`src/hw/spd_pkg.sv`:
```
// constants and field layouts shared by the serial pixel deserializer
// Overview of operation
// RULE1 - one 30-bit shift register gathers each word from the enabled lanes
// RULE2 - after the parity check, 24 colour and 3 control bits go to the output bus
// RULE3 - a word with good parity leaves the parity error flag low
// RULE4 - a word with bad parity pulses the flag high and is discarded
// RULE5 - on bad parity the previous output word stays one more pixel period
// RULE6 - the bit clock is recovered from the incoming link clock
// RULE7 - each recovered bit clock shifts one bit per enabled lane
// RULE8 - a pixel clock is regenerated and each word is aligned to it
// RULE9 - without link clock: pixel clock and display enable low, others high; the parity error flag is driven low
// RULE10 - the swap select reverses the colour bit order on the output bus
// RULE11 - the two lane select bits choose one, two or three lanes
// RULE12 - receiver_on low enters shutdown, high leaves it
// RULE13 - a link clock that stops toggling puts the receiver in standby
// RULE14 - the transmitter enters standby by releasing its link clock
// RULE15 - lane b is used when exactly one lane select bit is high
// RULE16 - lane c is used only when select low is 0 and select high is 1
// RULE17 - the link clock has fixed polarity, no inversion option
// RULE18 - the payload and parity layout in the 30-bit word is fixed
// RULE19 - parity sense is fixed; the error pulse lasts one pixel clock period
package spd_pkg;
  localparam int WORD_BITS = 30;
  localparam int PAYLOAD_BITS = 27;
  localparam int COLOUR_BITS = 24;
  // position of fields inside the received 30-bit word, first bit received is bit 29
  localparam int POS_DEN = 3;
  localparam int POS_PARITY = 2;
  // position of fields inside a buffered entry {parity bad, colour, frame, line, enable}
  localparam int D_ERR = 27;
  localparam int D_COLOUR_LSB = 3;
  localparam int D_FSYNC = 2;
  localparam int D_LSYNC = 1;
  localparam int D_DEN = 0;
  localparam logic PARITY_ODD = 1'b1;
  // timing
  localparam int CLK_PERIOD_NS = 10;
  localparam int LINK_IDLE_NS = 1000;
  localparam int LINK_IDLE_CYC = (LINK_IDLE_NS + CLK_PERIOD_NS - 1) / CLK_PERIOD_NS;
  localparam int PCLK_HALF_NS = 40;
  localparam int PCLK_HALF_CYC = (PCLK_HALF_NS + CLK_PERIOD_NS - 1) / CLK_PERIOD_NS;
  // bits per lane for one word
  localparam logic [4:0] BPL_ONE = 5'h1e;
  localparam logic [4:0] BPL_TWO = 5'h0f;
  localparam logic [4:0] BPL_THREE = 5'h0a;
  // register map
  localparam int APB_AW = 8;
  localparam logic [7:0] ADDR_CTRL = 8'h00;
  localparam logic [7:0] ADDR_STATUS = 8'h04;
  localparam logic [7:0] ADDR_ERRCNT = 8'h08;
  localparam int CTRL_RXON = 0;
  localparam int CTRL_LSLO = 1;
  localparam int CTRL_LSHI = 2;
  localparam int CTRL_SWAP = 3;
  localparam logic [31:0] CTRL_MASK = 32'h0000000f;
  localparam logic [31:0] CTRL_RESET = 32'h00000001;
  localparam int ST_ACTIVE = 0;
  localparam int ST_SHUTDOWN = 1;
  localparam int ST_OVERFLOW = 2;
  localparam int ST_LANES_LSB = 4;
  typedef enum logic [1:0] {OUT_OFF, OUT_WAIT, OUT_HIGH, OUT_LOW} spd_out_e;
endpackage

```
`src/hw/spd_fifo.sv`:
```
// word buffer between the deserializer and the pixel output stage
`timescale 1ns/1ps
module spd_fifo #(
  parameter int WIDTH = 28,
  parameter int DEPTH = 32
) (
  input wire logic ref_clk,
  input wire logic resetn,
  input wire logic inValid,
  output logic inReady,
  input wire logic [WIDTH-1:0] inData,
  output logic outValid,
  input wire logic outReady,
  output logic [WIDTH-1:0] outData
);
  localparam int AW = $clog2(DEPTH);

  if (DEPTH < 2 || (1 << AW) != DEPTH) begin : g_chk
    $error("spd_fifo depth must be a power of two of at least 2");
  end

  typedef struct packed {
    logic [DEPTH-1:0][WIDTH-1:0] mem;
    logic [AW:0] wrPtr;
    logic [AW:0] rdPtr;
  } spd_fifo_s;

  spd_fifo_s state_ff, nxt_state;

  always_comb begin
    nxt_state = state_ff;
    if (inValid && inReady) begin
      nxt_state.mem[state_ff.wrPtr[AW-1:0]] = inData;
      nxt_state.wrPtr = state_ff.wrPtr + 1'b1;
    end
    if (outValid && outReady) begin
      nxt_state.rdPtr = state_ff.rdPtr + 1'b1;
    end
  end

  always_ff @(posedge ref_clk or negedge resetn) begin
    if (!resetn) begin
      state_ff <= '0;
    end else begin
      state_ff <= nxt_state;
    end
  end

  // full when pointers differ only in the wrap bit
  assign inReady = (state_ff.wrPtr ^ state_ff.rdPtr) != {1'b1, {AW{1'b0}}};
  assign outValid = state_ff.wrPtr != state_ff.rdPtr;
  assign outData = state_ff.mem[state_ff.rdPtr[AW-1:0]];
endmodule

```
`src/hw/spd_receiver.sv`:
```
// serial pixel deserializer: lane capture, parity check, pixel output bus and APB registers
`timescale 1ns/1ps
module spd_receiver import spd_pkg::*; #(
  parameter int FIFO_DEPTH = 32
) (
  input wire logic ref_clk,
  input wire logic resetn,
  input wire logic linkClk,
  input wire logic serialLaneA,
  input wire logic serialLaneB,
  input wire logic serialLaneC,
  input wire logic sinkReady,
  output logic pixelClk,
  output logic [COLOUR_BITS-1:0] colourOut,
  output logic frameSync,
  output logic lineSync,
  output logic displayEnable,
  output logic parityErrorFlag,
  input wire logic psel,
  input wire logic penable,
  input wire logic pwrite,
  input wire logic [APB_AW-1:0] paddr,
  input wire logic [31:0] pwdata,
  output logic [31:0] prdata,
  output logic pready,
  output logic pslverr
);
  localparam int FW = PAYLOAD_BITS + 1;

  if (FIFO_DEPTH < 2) begin : g_chk
    $error("spd_receiver needs a buffer of at least two words");
  end

  typedef struct packed {
    logic [1:0] clkSync;
    logic [1:0][2:0] laneSync;
    logic clkPrev;
    logic [11:0] idleCnt;
    logic linkActive;
    logic [WORD_BITS-1:0] shiftReg;
    logic [4:0] bitCnt;
    logic pushValid;
    logic [FW-1:0] pushData;
    spd_out_e outState;
    logic [3:0] phaseCnt;
    logic [COLOUR_BITS-1:0] colour;
    logic fsync;
    logic lsync;
    logic den;
    logic perr;
    logic pclk;
    logic [31:0] ctrl;
    logic overflow;
    logic [15:0] errCnt;
    logic pready;
    logic [31:0] prdata;
    logic pslverr;
  } spd_rx_s;

  spd_rx_s state_ff, nxt_state;

  logic fifoInReady;
  logic fifoOutValid;
  logic fifoOutReady;
  logic [FW-1:0] fifoOutData;

  spd_fifo #(
    .WIDTH(FW),
    .DEPTH(FIFO_DEPTH)
  ) u_fifo (
    .ref_clk(ref_clk),
    .resetn(resetn),
    .inValid(state_ff.pushValid),
    .inReady(fifoInReady),
    .inData(state_ff.pushData),
    .outValid(fifoOutValid),
    .outReady(fifoOutReady),
    .outData(fifoOutData)
  );

  function automatic logic [COLOUR_BITS-1:0] reverseBits(input logic [COLOUR_BITS-1:0] v);
    logic [COLOUR_BITS-1:0] r;
    r = '0;
    for (int i = 0; i < COLOUR_BITS; i++) begin
      r[i] = v[COLOUR_BITS-1-i];
    end
    return r;
  endfunction

  logic linkRise;
  logic rxOn;
  logic swapSel;
  logic [1:0] laneSel;
  logic [4:0] bitsPerLane;
  logic [1:0] laneCount;
  logic active;
  logic capture;
  logic popBad;
  logic popGood;
  logic accessTaken;
  logic [WORD_BITS-1:0] shifted;

  assign linkRise = state_ff.clkSync[1] & ~state_ff.clkPrev; // RULE17
  assign rxOn = state_ff.ctrl[CTRL_RXON];
  assign swapSel = state_ff.ctrl[CTRL_SWAP];
  assign laneSel = {state_ff.ctrl[CTRL_LSHI], state_ff.ctrl[CTRL_LSLO]};
  assign active = rxOn & state_ff.linkActive;
  // the edge that wakes the link already carries the first bit of a word
  assign capture = rxOn & (state_ff.linkActive | linkRise); // RULE1
  assign fifoOutReady = (state_ff.outState == OUT_WAIT) & active & sinkReady;
  assign popBad = fifoOutReady & fifoOutValid & fifoOutData[D_ERR];
  assign popGood = fifoOutReady & fifoOutValid & ~fifoOutData[D_ERR];
  assign accessTaken = psel & penable & state_ff.pready;

  // lane b joins when exactly one select bit is high, lane c only for select high alone
  always_comb begin
    case (laneSel) // RULE11
      2'b01: begin
        laneCount = 2'd2; // RULE15
        bitsPerLane = BPL_TWO;
      end
      2'b10: begin
        laneCount = 2'd3; // RULE16
        bitsPerLane = BPL_THREE;
      end
      default: begin
        laneCount = 2'd1;
        bitsPerLane = BPL_ONE;
      end
    endcase
  end

  // lane a carries the earliest bit of each group
  always_comb begin
    case (laneCount)
      2'd2: shifted = {state_ff.shiftReg[WORD_BITS-3:0], state_ff.laneSync[1][0], state_ff.laneSync[1][1]};
      2'd3: shifted = {state_ff.shiftReg[WORD_BITS-4:0], state_ff.laneSync[1][0], state_ff.laneSync[1][1],
                       state_ff.laneSync[1][2]};
      default: shifted = {state_ff.shiftReg[WORD_BITS-2:0], state_ff.laneSync[1][0]};
    endcase
  end

  always_comb begin
    nxt_state = state_ff;
    nxt_state.clkSync[0] = linkClk;
    nxt_state.clkSync[1] = state_ff.clkSync[0];
    nxt_state.laneSync[0] = {serialLaneC, serialLaneB, serialLaneA};
    nxt_state.laneSync[1] = state_ff.laneSync[0];
    nxt_state.clkPrev = state_ff.clkSync[1];
    nxt_state.pushValid = 1'b0;
    // each rising link edge stands in for one recovered bit clock tick; the edge timer doubles as lock detect
    if (!rxOn) begin
      nxt_state.linkActive = 1'b0; // RULE12
      nxt_state.idleCnt = '0;
    end else if (linkRise) begin
      nxt_state.linkActive = 1'b1; // RULE6
      nxt_state.idleCnt = '0;
    end else if (state_ff.idleCnt == 12'(LINK_IDLE_CYC - 1)) begin
      nxt_state.linkActive = 1'b0; // RULE13
    end else begin
      nxt_state.idleCnt = state_ff.idleCnt + 1'b1;
    end
    // word framing restarts whenever the link comes back, so words line up with the first edge
    if (!capture) begin
      nxt_state.bitCnt = '0;
    end else if (linkRise) begin
      nxt_state.shiftReg = shifted; // RULE7
      if (state_ff.bitCnt == bitsPerLane - 5'd1) begin
        nxt_state.bitCnt = '0; // RULE1
        nxt_state.pushValid = 1'b1;
        nxt_state.pushData = {(^shifted[WORD_BITS-1:POS_PARITY]) ^ PARITY_ODD,
                              shifted[WORD_BITS-1:POS_DEN]}; // RULE18 RULE19
      end else begin
        nxt_state.bitCnt = state_ff.bitCnt + 5'd1;
      end
    end
    // register access; hardware sets below win over a clear in the same cycle
    nxt_state.pready = psel & penable & ~state_ff.pready;
    nxt_state.prdata = '0;
    nxt_state.pslverr = 1'b0;
    if (psel && penable && !state_ff.pready) begin
      case (paddr)
        ADDR_CTRL: nxt_state.prdata = state_ff.ctrl;
        ADDR_STATUS: begin
          nxt_state.prdata[ST_ACTIVE] = state_ff.linkActive;
          nxt_state.prdata[ST_SHUTDOWN] = ~rxOn;
          nxt_state.prdata[ST_OVERFLOW] = state_ff.overflow;
          nxt_state.prdata[ST_LANES_LSB +: 2] = laneCount;
        end
        ADDR_ERRCNT: nxt_state.prdata[15:0] = state_ff.errCnt;
        default: nxt_state.pslverr = 1'b1;
      endcase
    end
    if (accessTaken && pwrite) begin
      case (paddr)
        ADDR_CTRL: nxt_state.ctrl = pwdata & CTRL_MASK;
        ADDR_STATUS: begin
          if (pwdata[ST_OVERFLOW]) begin
            nxt_state.overflow = 1'b0;
          end
        end
        ADDR_ERRCNT: nxt_state.errCnt = '0;
        default: ;
      endcase
    end
    // a word that finds the buffer full is lost and reported
    if (state_ff.pushValid && !fifoInReady) begin
      nxt_state.overflow = 1'b1;
    end
    if (popBad && state_ff.errCnt != 16'hffff) begin
      nxt_state.errCnt = nxt_state.errCnt + 16'h0001;
    end
    // pixel output stage: one regenerated pixel clock period per buffered word
    case (state_ff.outState)
      OUT_OFF: begin
        if (active) begin
          nxt_state.outState = OUT_WAIT;
        end
      end
      OUT_WAIT: begin
        if (!active) begin
          nxt_state.outState = OUT_OFF;
          nxt_state.pclk = 1'b0; // RULE9
          nxt_state.den = 1'b0;
          nxt_state.fsync = 1'b1;
          nxt_state.lsync = 1'b1;
          nxt_state.colour = '1;
          nxt_state.perr = 1'b0;
        end else if (fifoOutReady && fifoOutValid) begin
          nxt_state.pclk = 1'b1; // RULE8
          nxt_state.phaseCnt = '0;
          nxt_state.outState = OUT_HIGH;
          if (fifoOutData[D_ERR]) begin
            nxt_state.perr = 1'b1; // RULE4 RULE5
          end else begin
            nxt_state.perr = 1'b0; // RULE3
            nxt_state.colour = swapSel ? reverseBits(fifoOutData[D_COLOUR_LSB +: COLOUR_BITS]) :
                               fifoOutData[D_COLOUR_LSB +: COLOUR_BITS]; // RULE2 RULE10
            nxt_state.fsync = fifoOutData[D_FSYNC];
            nxt_state.lsync = fifoOutData[D_LSYNC];
            nxt_state.den = fifoOutData[D_DEN];
          end
        end
      end
      OUT_HIGH: begin
        if (state_ff.phaseCnt == 4'(PCLK_HALF_CYC - 1)) begin
          nxt_state.pclk = 1'b0;
          nxt_state.phaseCnt = '0;
          nxt_state.outState = OUT_LOW;
        end else begin
          nxt_state.phaseCnt = state_ff.phaseCnt + 4'd1;
        end
      end
      OUT_LOW: begin
        if (state_ff.phaseCnt == 4'(PCLK_HALF_CYC - 1)) begin
          nxt_state.perr = 1'b0; // RULE19
          nxt_state.outState = OUT_WAIT;
        end else begin
          nxt_state.phaseCnt = state_ff.phaseCnt + 4'd1;
        end
      end
      default: nxt_state.outState = OUT_OFF;
    endcase
  end

  always_ff @(posedge ref_clk or negedge resetn) begin
    if (!resetn) begin
      state_ff <= '0;
      state_ff.colour <= '1;
      state_ff.fsync <= 1'b1;
      state_ff.lsync <= 1'b1;
      state_ff.ctrl <= CTRL_RESET;
      state_ff.outState <= OUT_OFF;
    end else begin
      state_ff <= nxt_state;
    end
  end

  assign pixelClk = state_ff.pclk;
  assign colourOut = state_ff.colour;
  assign frameSync = state_ff.fsync;
  assign lineSync = state_ff.lsync;
  assign displayEnable = state_ff.den;
  assign parityErrorFlag = state_ff.perr;
  assign prdata = state_ff.prdata;
  assign pready = state_ff.pready;
  assign pslverr = state_ff.pslverr;
endmodule

```
`config.mk`:
```
export PLATFORM = sky130hd
export DESIGN_NAME = spd_receiver
export DESIGN_NICKNAME = d
export VERILOG_FILES = /design/src/hw/spd_pkg.sv /design/src/hw/spd_fifo.sv /design/src/hw/spd_receiver.sv
export SDC_FILE = /design/constraint.sdc
export NUM_CORES = 2
export LEC_CHECK = 0
export BUFFER_PORTS_ARGS = -buffer_cell sky130_fd_sc_hd__buf_4
export CORE_MARGIN = 5
export CORE_UTILIZATION = 45
export CTS_CLUSTER_DIAMETER = 60
export CTS_CLUSTER_SIZE = 30
export DETAILED_ROUTE_END_ITERATION = 12
export PLACE_DENSITY = 0.6
export SLEW_MARGIN = 5
export SYNTH_ARGS = -nofsm -noshare
export SYNTH_HDL_FRONTEND = slang
export SYNTH_SLANG_ARGS = --single-unit
```
`constraint.sdc`:
```
create_clock -name ref_clk -period 2.9 [get_ports ref_clk]
set_clock_uncertainty 0.05 [all_clocks]
set_input_delay 0.29 -clock ref_clk [delete_from_list [all_inputs] [get_ports ref_clk]]
set_output_delay 0.29 -clock ref_clk [all_outputs]
set_load 0.01 [all_outputs]
```
Yosys cells after proc, flatten, opt, wreduce, memory -nomap -nowiden
Cells that the tools add are included.
- register bits: 1083
- bits of input ports: 50
- output and inout bits: 63
- word-level logic and storage cells: 186
- $add $sub $neg: 7
- $lt $le $gt $ge: 3
- equal/unequal tests: 27
- muxes and demuxes: 46
- bitwise gates (word level): 16
- reductions and logical operators: 29
- operator list (operator ; number):
    $bwmux W896 ; 1
    $bmux W28 S5 ; 1
    $demux W28 S5 ; 1
    $mux W29 ; 3
    $pmux W30 S2 ; 1
    $mux W28 ; 2
    $mux W35 ; 1
    $mux W17 ; 2
    $mux W34 ; 1
    $mux W16 ; 2
    $reduce_xor A28 Y1 ; 1
    $mux W27 ; 1
    $mux W13 ; 2
    $mux W24 ; 1
    $add A16 B1 Y16 const B ; 1
    $ne A16 B16 Y1 const B ; 1
    $reduce_and A3 Y1 ; 5
    $ne A2 B2 Y1 const B ; 7
    $add A12 B1 Y12 const B ; 1
    $add A6 B1 Y6 const B ; 2
    $eq A12 B7 Y1 const B ; 1
    $lt A5 B6 Y1 const B ; 2
    $mux W12 ; 1
    $mux W4 ; 3
    39 further kinds ; 84

Depth between registers and ports, before layout
- depth after elaboration: 9
- mapped depth: 12
- gate-level depth less buffers: 11

Hierarchy
Synthesis repeated with hierarchy kept, for this count alone.
- cells, all modules: 3515
- area total of the unflattened synthesis: 50009.2 um^2
- modules (own cells, without submodules) (module ; instances ; cells an instance ; area an instance (um^2) ; seq. area each (um^2)):
    spd_fifo ; 1 ; 2724 ; 41946.5 ; 22721.8
    spd_receiver ; 1 ; 791 ; 8062.7 ; 4012.6

Worst setup path before layout
No wires, ideal clock.
- path kind: register to register
- start: register u_fifo.state_ff[0] (netlist name)
- end: register state_ff[37] (netlist name)
- library setup time: 0.133 ns
- data arrival time: 2.568 ns
- required time: 2.717 ns
- path slack: 0.149 ns
- stages on the path, launching flop included: 12
- buffers on the path: 4
- period minus slack after synthesis: 2.751 ns
- path through: dfrtp_1 buf_6 buf_6 mux4_2 mux4_2 mux2_2 and3_1 buf_2 buf_6 nand4_1 xor2_1 nor2_1
- RTL lines (element ; line ; RTL):
    start: declaration ; spd_fifo.sv:28 ; spd_fifo_s state_ff, nxt_state;
    start signal: assignment ; spd_fifo.sv:45 ; state_ff <= nxt_state;
    end signal: assignment ; spd_receiver.sv:275 ; state_ff <= nxt_state;
    end: declaration ; spd_receiver.sv:60 ; spd_rx_s state_ff, nxt_state;

Worst setup path in the final report
- start: register u_fifo.state_ff[0] (netlist name)
- end: register state_ff (netlist bit colourOut[4])
- word-level cells in the longest chain between the ends: 6
- elaborated cells between the ends (all ways): 11
- classes of those cells: eq/ne (3); mux (6); reduce/logical (2)
- RTL lines (element ; line ; RTL):
    $bmux W28 S5 ; spd_fifo.sv:52 ; assign outData = state_ff.mem[state_ff.rdPtr[AW-1:0]];
    $mux W28 (implied by the code) ; spd_fifo.sv:52 ;
    $mux W24 ; spd_receiver.sv:237 ; nxt_state.colour = swapSel ? reverseBits(fifoOutData[D_COLOUR_LSB +: COLOUR_BITS]) :
    $mux W27 ; spd_receiver.sv:233 ; if (fifoOutData[D_ERR]) begin
    $mux W35 ; spd_receiver.sv:229 ; end else if (fifoOutReady && fifoOutValid) begin
    $mux W29 ; spd_receiver.sv:221 ; if (!active) begin
Several ways; a longest one is shown, not always the timed one. The select of a mux whose other input is x is not followed.
A chain may end at the register's enable or synchronous reset.

==> results.py <==
metrics = {
    "clocking": {
        "htreeDepth": 3,
        "clock-sinks": 1067,
        "cts_tree": "built",
        "cts_root_buf": "clkbuf_16",
        "numCtsBuffers": 95,
        "ctsLongestPathBuffers": 3,
        "insertion_delay_ps": 700,
        "clkTransAtPathRegs_ps": 70,
    },
    "yosys": {
        "yosys_register_bits": 1067,
        "ys_warn_count": 0,
        "ys_seq_area_share_pct": 54.55,
        "synth-main-ff-cell": "dfrtp_1",
        "synth_area_um2": 49010,
        "synth_edf_count": 0,
        "synth.avg_cell_area_um2": 14.64,
        "synth-async-reset-ratio_pct": 100.0,
        "syn_inst": 3348,
        "synthDistinctLibCells": 54,
    },
    "cells_and_area": {
        "drive_above_1_share_pct": 48.46,
        "final_cells": 4923,
        "fillerInstances": 8805,
        "syn2layout_area_growth_pct": 15.49,
        "multiInputGateArea_um2": 21020,
        "seqCellArea_um2": 26750,
        "final_nets": 3493,
    },
    "drt": {
        "vias": 28764,
        "wl_per_cell_um": 26.25,
        "ant_nets": 0,
        "vias_per_cell": 5.843,
        "drc": 0,
        "dr.first_iter.drc_count": 2167,
        "drt_wl_total_um": 129200,
        "first_pass_iters": 5,
    },
    "timing": {
        "slew_viol_final": 0,
        "fmax_mhz": 346.8,
        "fin_crit_ps": 2883,
        "slew_headroom_pct": 16.37,
        "hold_ws_ps": 81.74,
        "hold_violations": 0,
        "min_period_over_period_pct": 99.42,
        "rsz0062_at_grt": "true",
        "setup_viol": 0,
        "fin_setup_tns_ps": 0,
        "max_slew.worst_pin.slew_ps": 1255,
        "setup_slack_ps": 16.79,
    },
    "floorplan": {
        "initial_core_util_pct": 45.15,
        "pin_count": 113,
        "die_h_um": 340.0,
        "fp.coreArea_um2": 108600,
        "die_w_um": 340.0,
        "fp.dieArea_um2": 115600,
        "num_rows": 121,
    },
    "power": {
        "seqPwrFrac_pct": 49.4,
        "p_comb_share_pct": 3.1,
        "ir_drop_mv": 0.4795,
        "p_sw_share_pct": 23.67,
        "internal_power_uw": 23010,
        "clkPwrFrac_pct": 47.4,
        "p_per_area_nw_per_um2": 532.6,
        "power_switching_uw": 7136,
        "power_leakage_uw": 0.02597,
    },
    "placement": {
        "place.port_buffers": 68,
        "dp_slack_ps": -285.5,
        "place_hpwl_um": 80950,
        "place_congestion": 0.7813,
        "placedCellCount": 4710,
    },
    "critical_path": {
        "crit_fanout": 8,
        "path_class": "flip-flop to flip-flop",
        "cp.required_ps": 3450,
        "worstSetupEndpointType": "flip-flop",
        "cp-start-kind": "flip-flop",
        "crit_arrival_ps": 3440,
    },
    "flow_run": {
        "drv_cap": 0,
    },
    "status": {
        "status": "completed",
    },
    "grt": {
        "grt_first_pass_wirelength_um": 197600,
        "grt_start_max_net_pins": 117,
        "grt_pass1_vias": 31347,
        "antenna_found_initial": 1,
        "grt-ovfl-total": 0,
        "grtUsageTotal_pct": 22.21,
    },
    "min_path": {
        "hold_class": "input pin to async pin",
    },
}
## final cells by class
cell class / count / area share, %
Clock buffer: 111 / 4.470
Sequential cell: 1067 / 47.26
Inverter: 15 / 0.09947
Antenna cell: 1 / 0.004421
Tap cell: 1414 / 3.126
Clock inverter: 69 / 1.852
Multi-Input combinational cell: 1947 / 37.13
Timing Repair Buffer: 299 / 6.055
## kinds of logic after synthesis
kind of cell             Yosys count  share of synthesized area, %
multiplexers                    1242                         33.53
flip-flops                      1067                         54.55
buffers and inverters            349                         3.505
AND/OR/NAND/NOR                  340                         3.222
AO/OA/AOI/OAI                    267                         3.528
XOR/XNOR                          64                         1.200
adder cells (fa/ha/maj)           18                        0.4595
other                              1                      0.007651
## Yosys cell counts, types with 30 or more instances
| library cell | n | area share, % |
|---|---|---|
| a21oi_1 | 59 | 0.60 |
| o21ai_0 | 110 | 1.1 |
| mux2_2 | 905 | 21 |
| buf_2 | 115 | 1.2 |
| buf_4 | 64 | 0.98 |
| mux2i_1 | 107 | 2.2 |
| clkbuf_1 | 138 | 1.1 |
| dfrtp_1 | 1040 | 53 |
| nand2_1 | 120 | 0.92 |
| nor2b_1 | 37 | 0.47 |
| a221o_1 | 30 | 0.61 |
| nor2_1 | 100 | 0.77 |
| xnor2_1 | 38 | 0.68 |
| mux4_2 | 229 | 11 |
## layout by cell type, fill, tap and decap left out, types with 17 or more instances in the layout
cell / instances
mux2i_1: 105
xnor2_1: 38
dfstp_2: 27
clkbuf_16: 100
xor2_1: 24
nor2_1: 58
nand2_1: 120
buf_12: 81
ha_1: 18
buf_4: 184
dfrtp_1: 1034
nor2b_1: 35
mux2_2: 904
a221o_1: 30
a211o_1: 25
a21oi_1: 44
mux4_2: 229
o21ai_0: 106
nand4_1: 17
a221oi_1: 21
nor2_4: 36
## timing repair
item	4_1_cts	5_1_grt
cloned	0	3
buffers inserted	4	9
hold buffers	16	0
resized for setup	9	60
pin swaps	2	5
endpoints found under the setup margin	911	165
hold endpoints to repair	452	0
## worst paths after layout
path	slack, ps	endpoint	startpoint	cells past startpoint
setup / recovery	20	colourOut[4]	u_fifo.state_ff[0]	9
hold / removal	80	u_fifo.state_ff[315]	resetn	2
setup reg to reg	20	colourOut[4]	u_fifo.state_ff[0]	9
hold reg to reg	300	state_ff[199]	nxt_state[199]	0
max in group asynchronous	1570	u_fifo.state_ff[397]	resetn	4
min in group ref_clk	90	u_fifo.state_ff[2]	sinkReady	4
## power groups by stage
stage / clock network [µW] / registers [µW] / logic (µW)
after floorplan: 0 / 15200 / 209
after global placement: 0 / 15200 / 699
after detailed placement: 0 / 15200 / 738
after CTS: 14600 / 14900 / 758
after global routing: 15200 / 14900 / 1040
final: 14300 / 14900 / 944
## layer usage
metal  routed length (µm)  share of wire, %  track usage, %
met1                57350                44           30.84
met2                64270                50           37.62
met3                 4844               3.7           2.746
met4                 2779               2.2           5.414
met5                    0                 0               0
## sequential cells by signal, summed over array words and instances, names as in the netlist
signal / cells
rxOn: 1
lineSync: 1
pready: 1
frameSync: 1
laneSel: 2
u_fifo.state_ff: 908
prdata: 16
displayEnable: 1
parityErrorFlag: 1
pixelClk: 1
pslverr: 1
nxt_state: 5
state_ff: 104
colourOut: 24
## worst max-delay path: stages (launching register included)
cell	delay, ps
dfrtp_4	480
buf_6	140
mux4_2	520
mux4_2	500
mux2_4	340
buf_4	150
nor2_4	90
buf_12	160
buf_4	250
a21oi_1	100
## metrics by stage
| stage | total power [µW] | utilization, % | area [µm²] |
|---|---|---|---|
| 2_1_floorplan | 15400 | - | 49070 |
| 3_3_place_gp | 15890 | 48.29 | 52420 |
| 3_5_place_dp | 15930 | 48.29 | 52420 |
| 4_1_cts | 30270 | 51.81 | 56240 |
| 5_1_grt | 31170 | 52.14 | 56600 |
| 6_report | 30140 | 52.14 | 56600 |
Note: power is estimated with default switching activity, not from simulation.
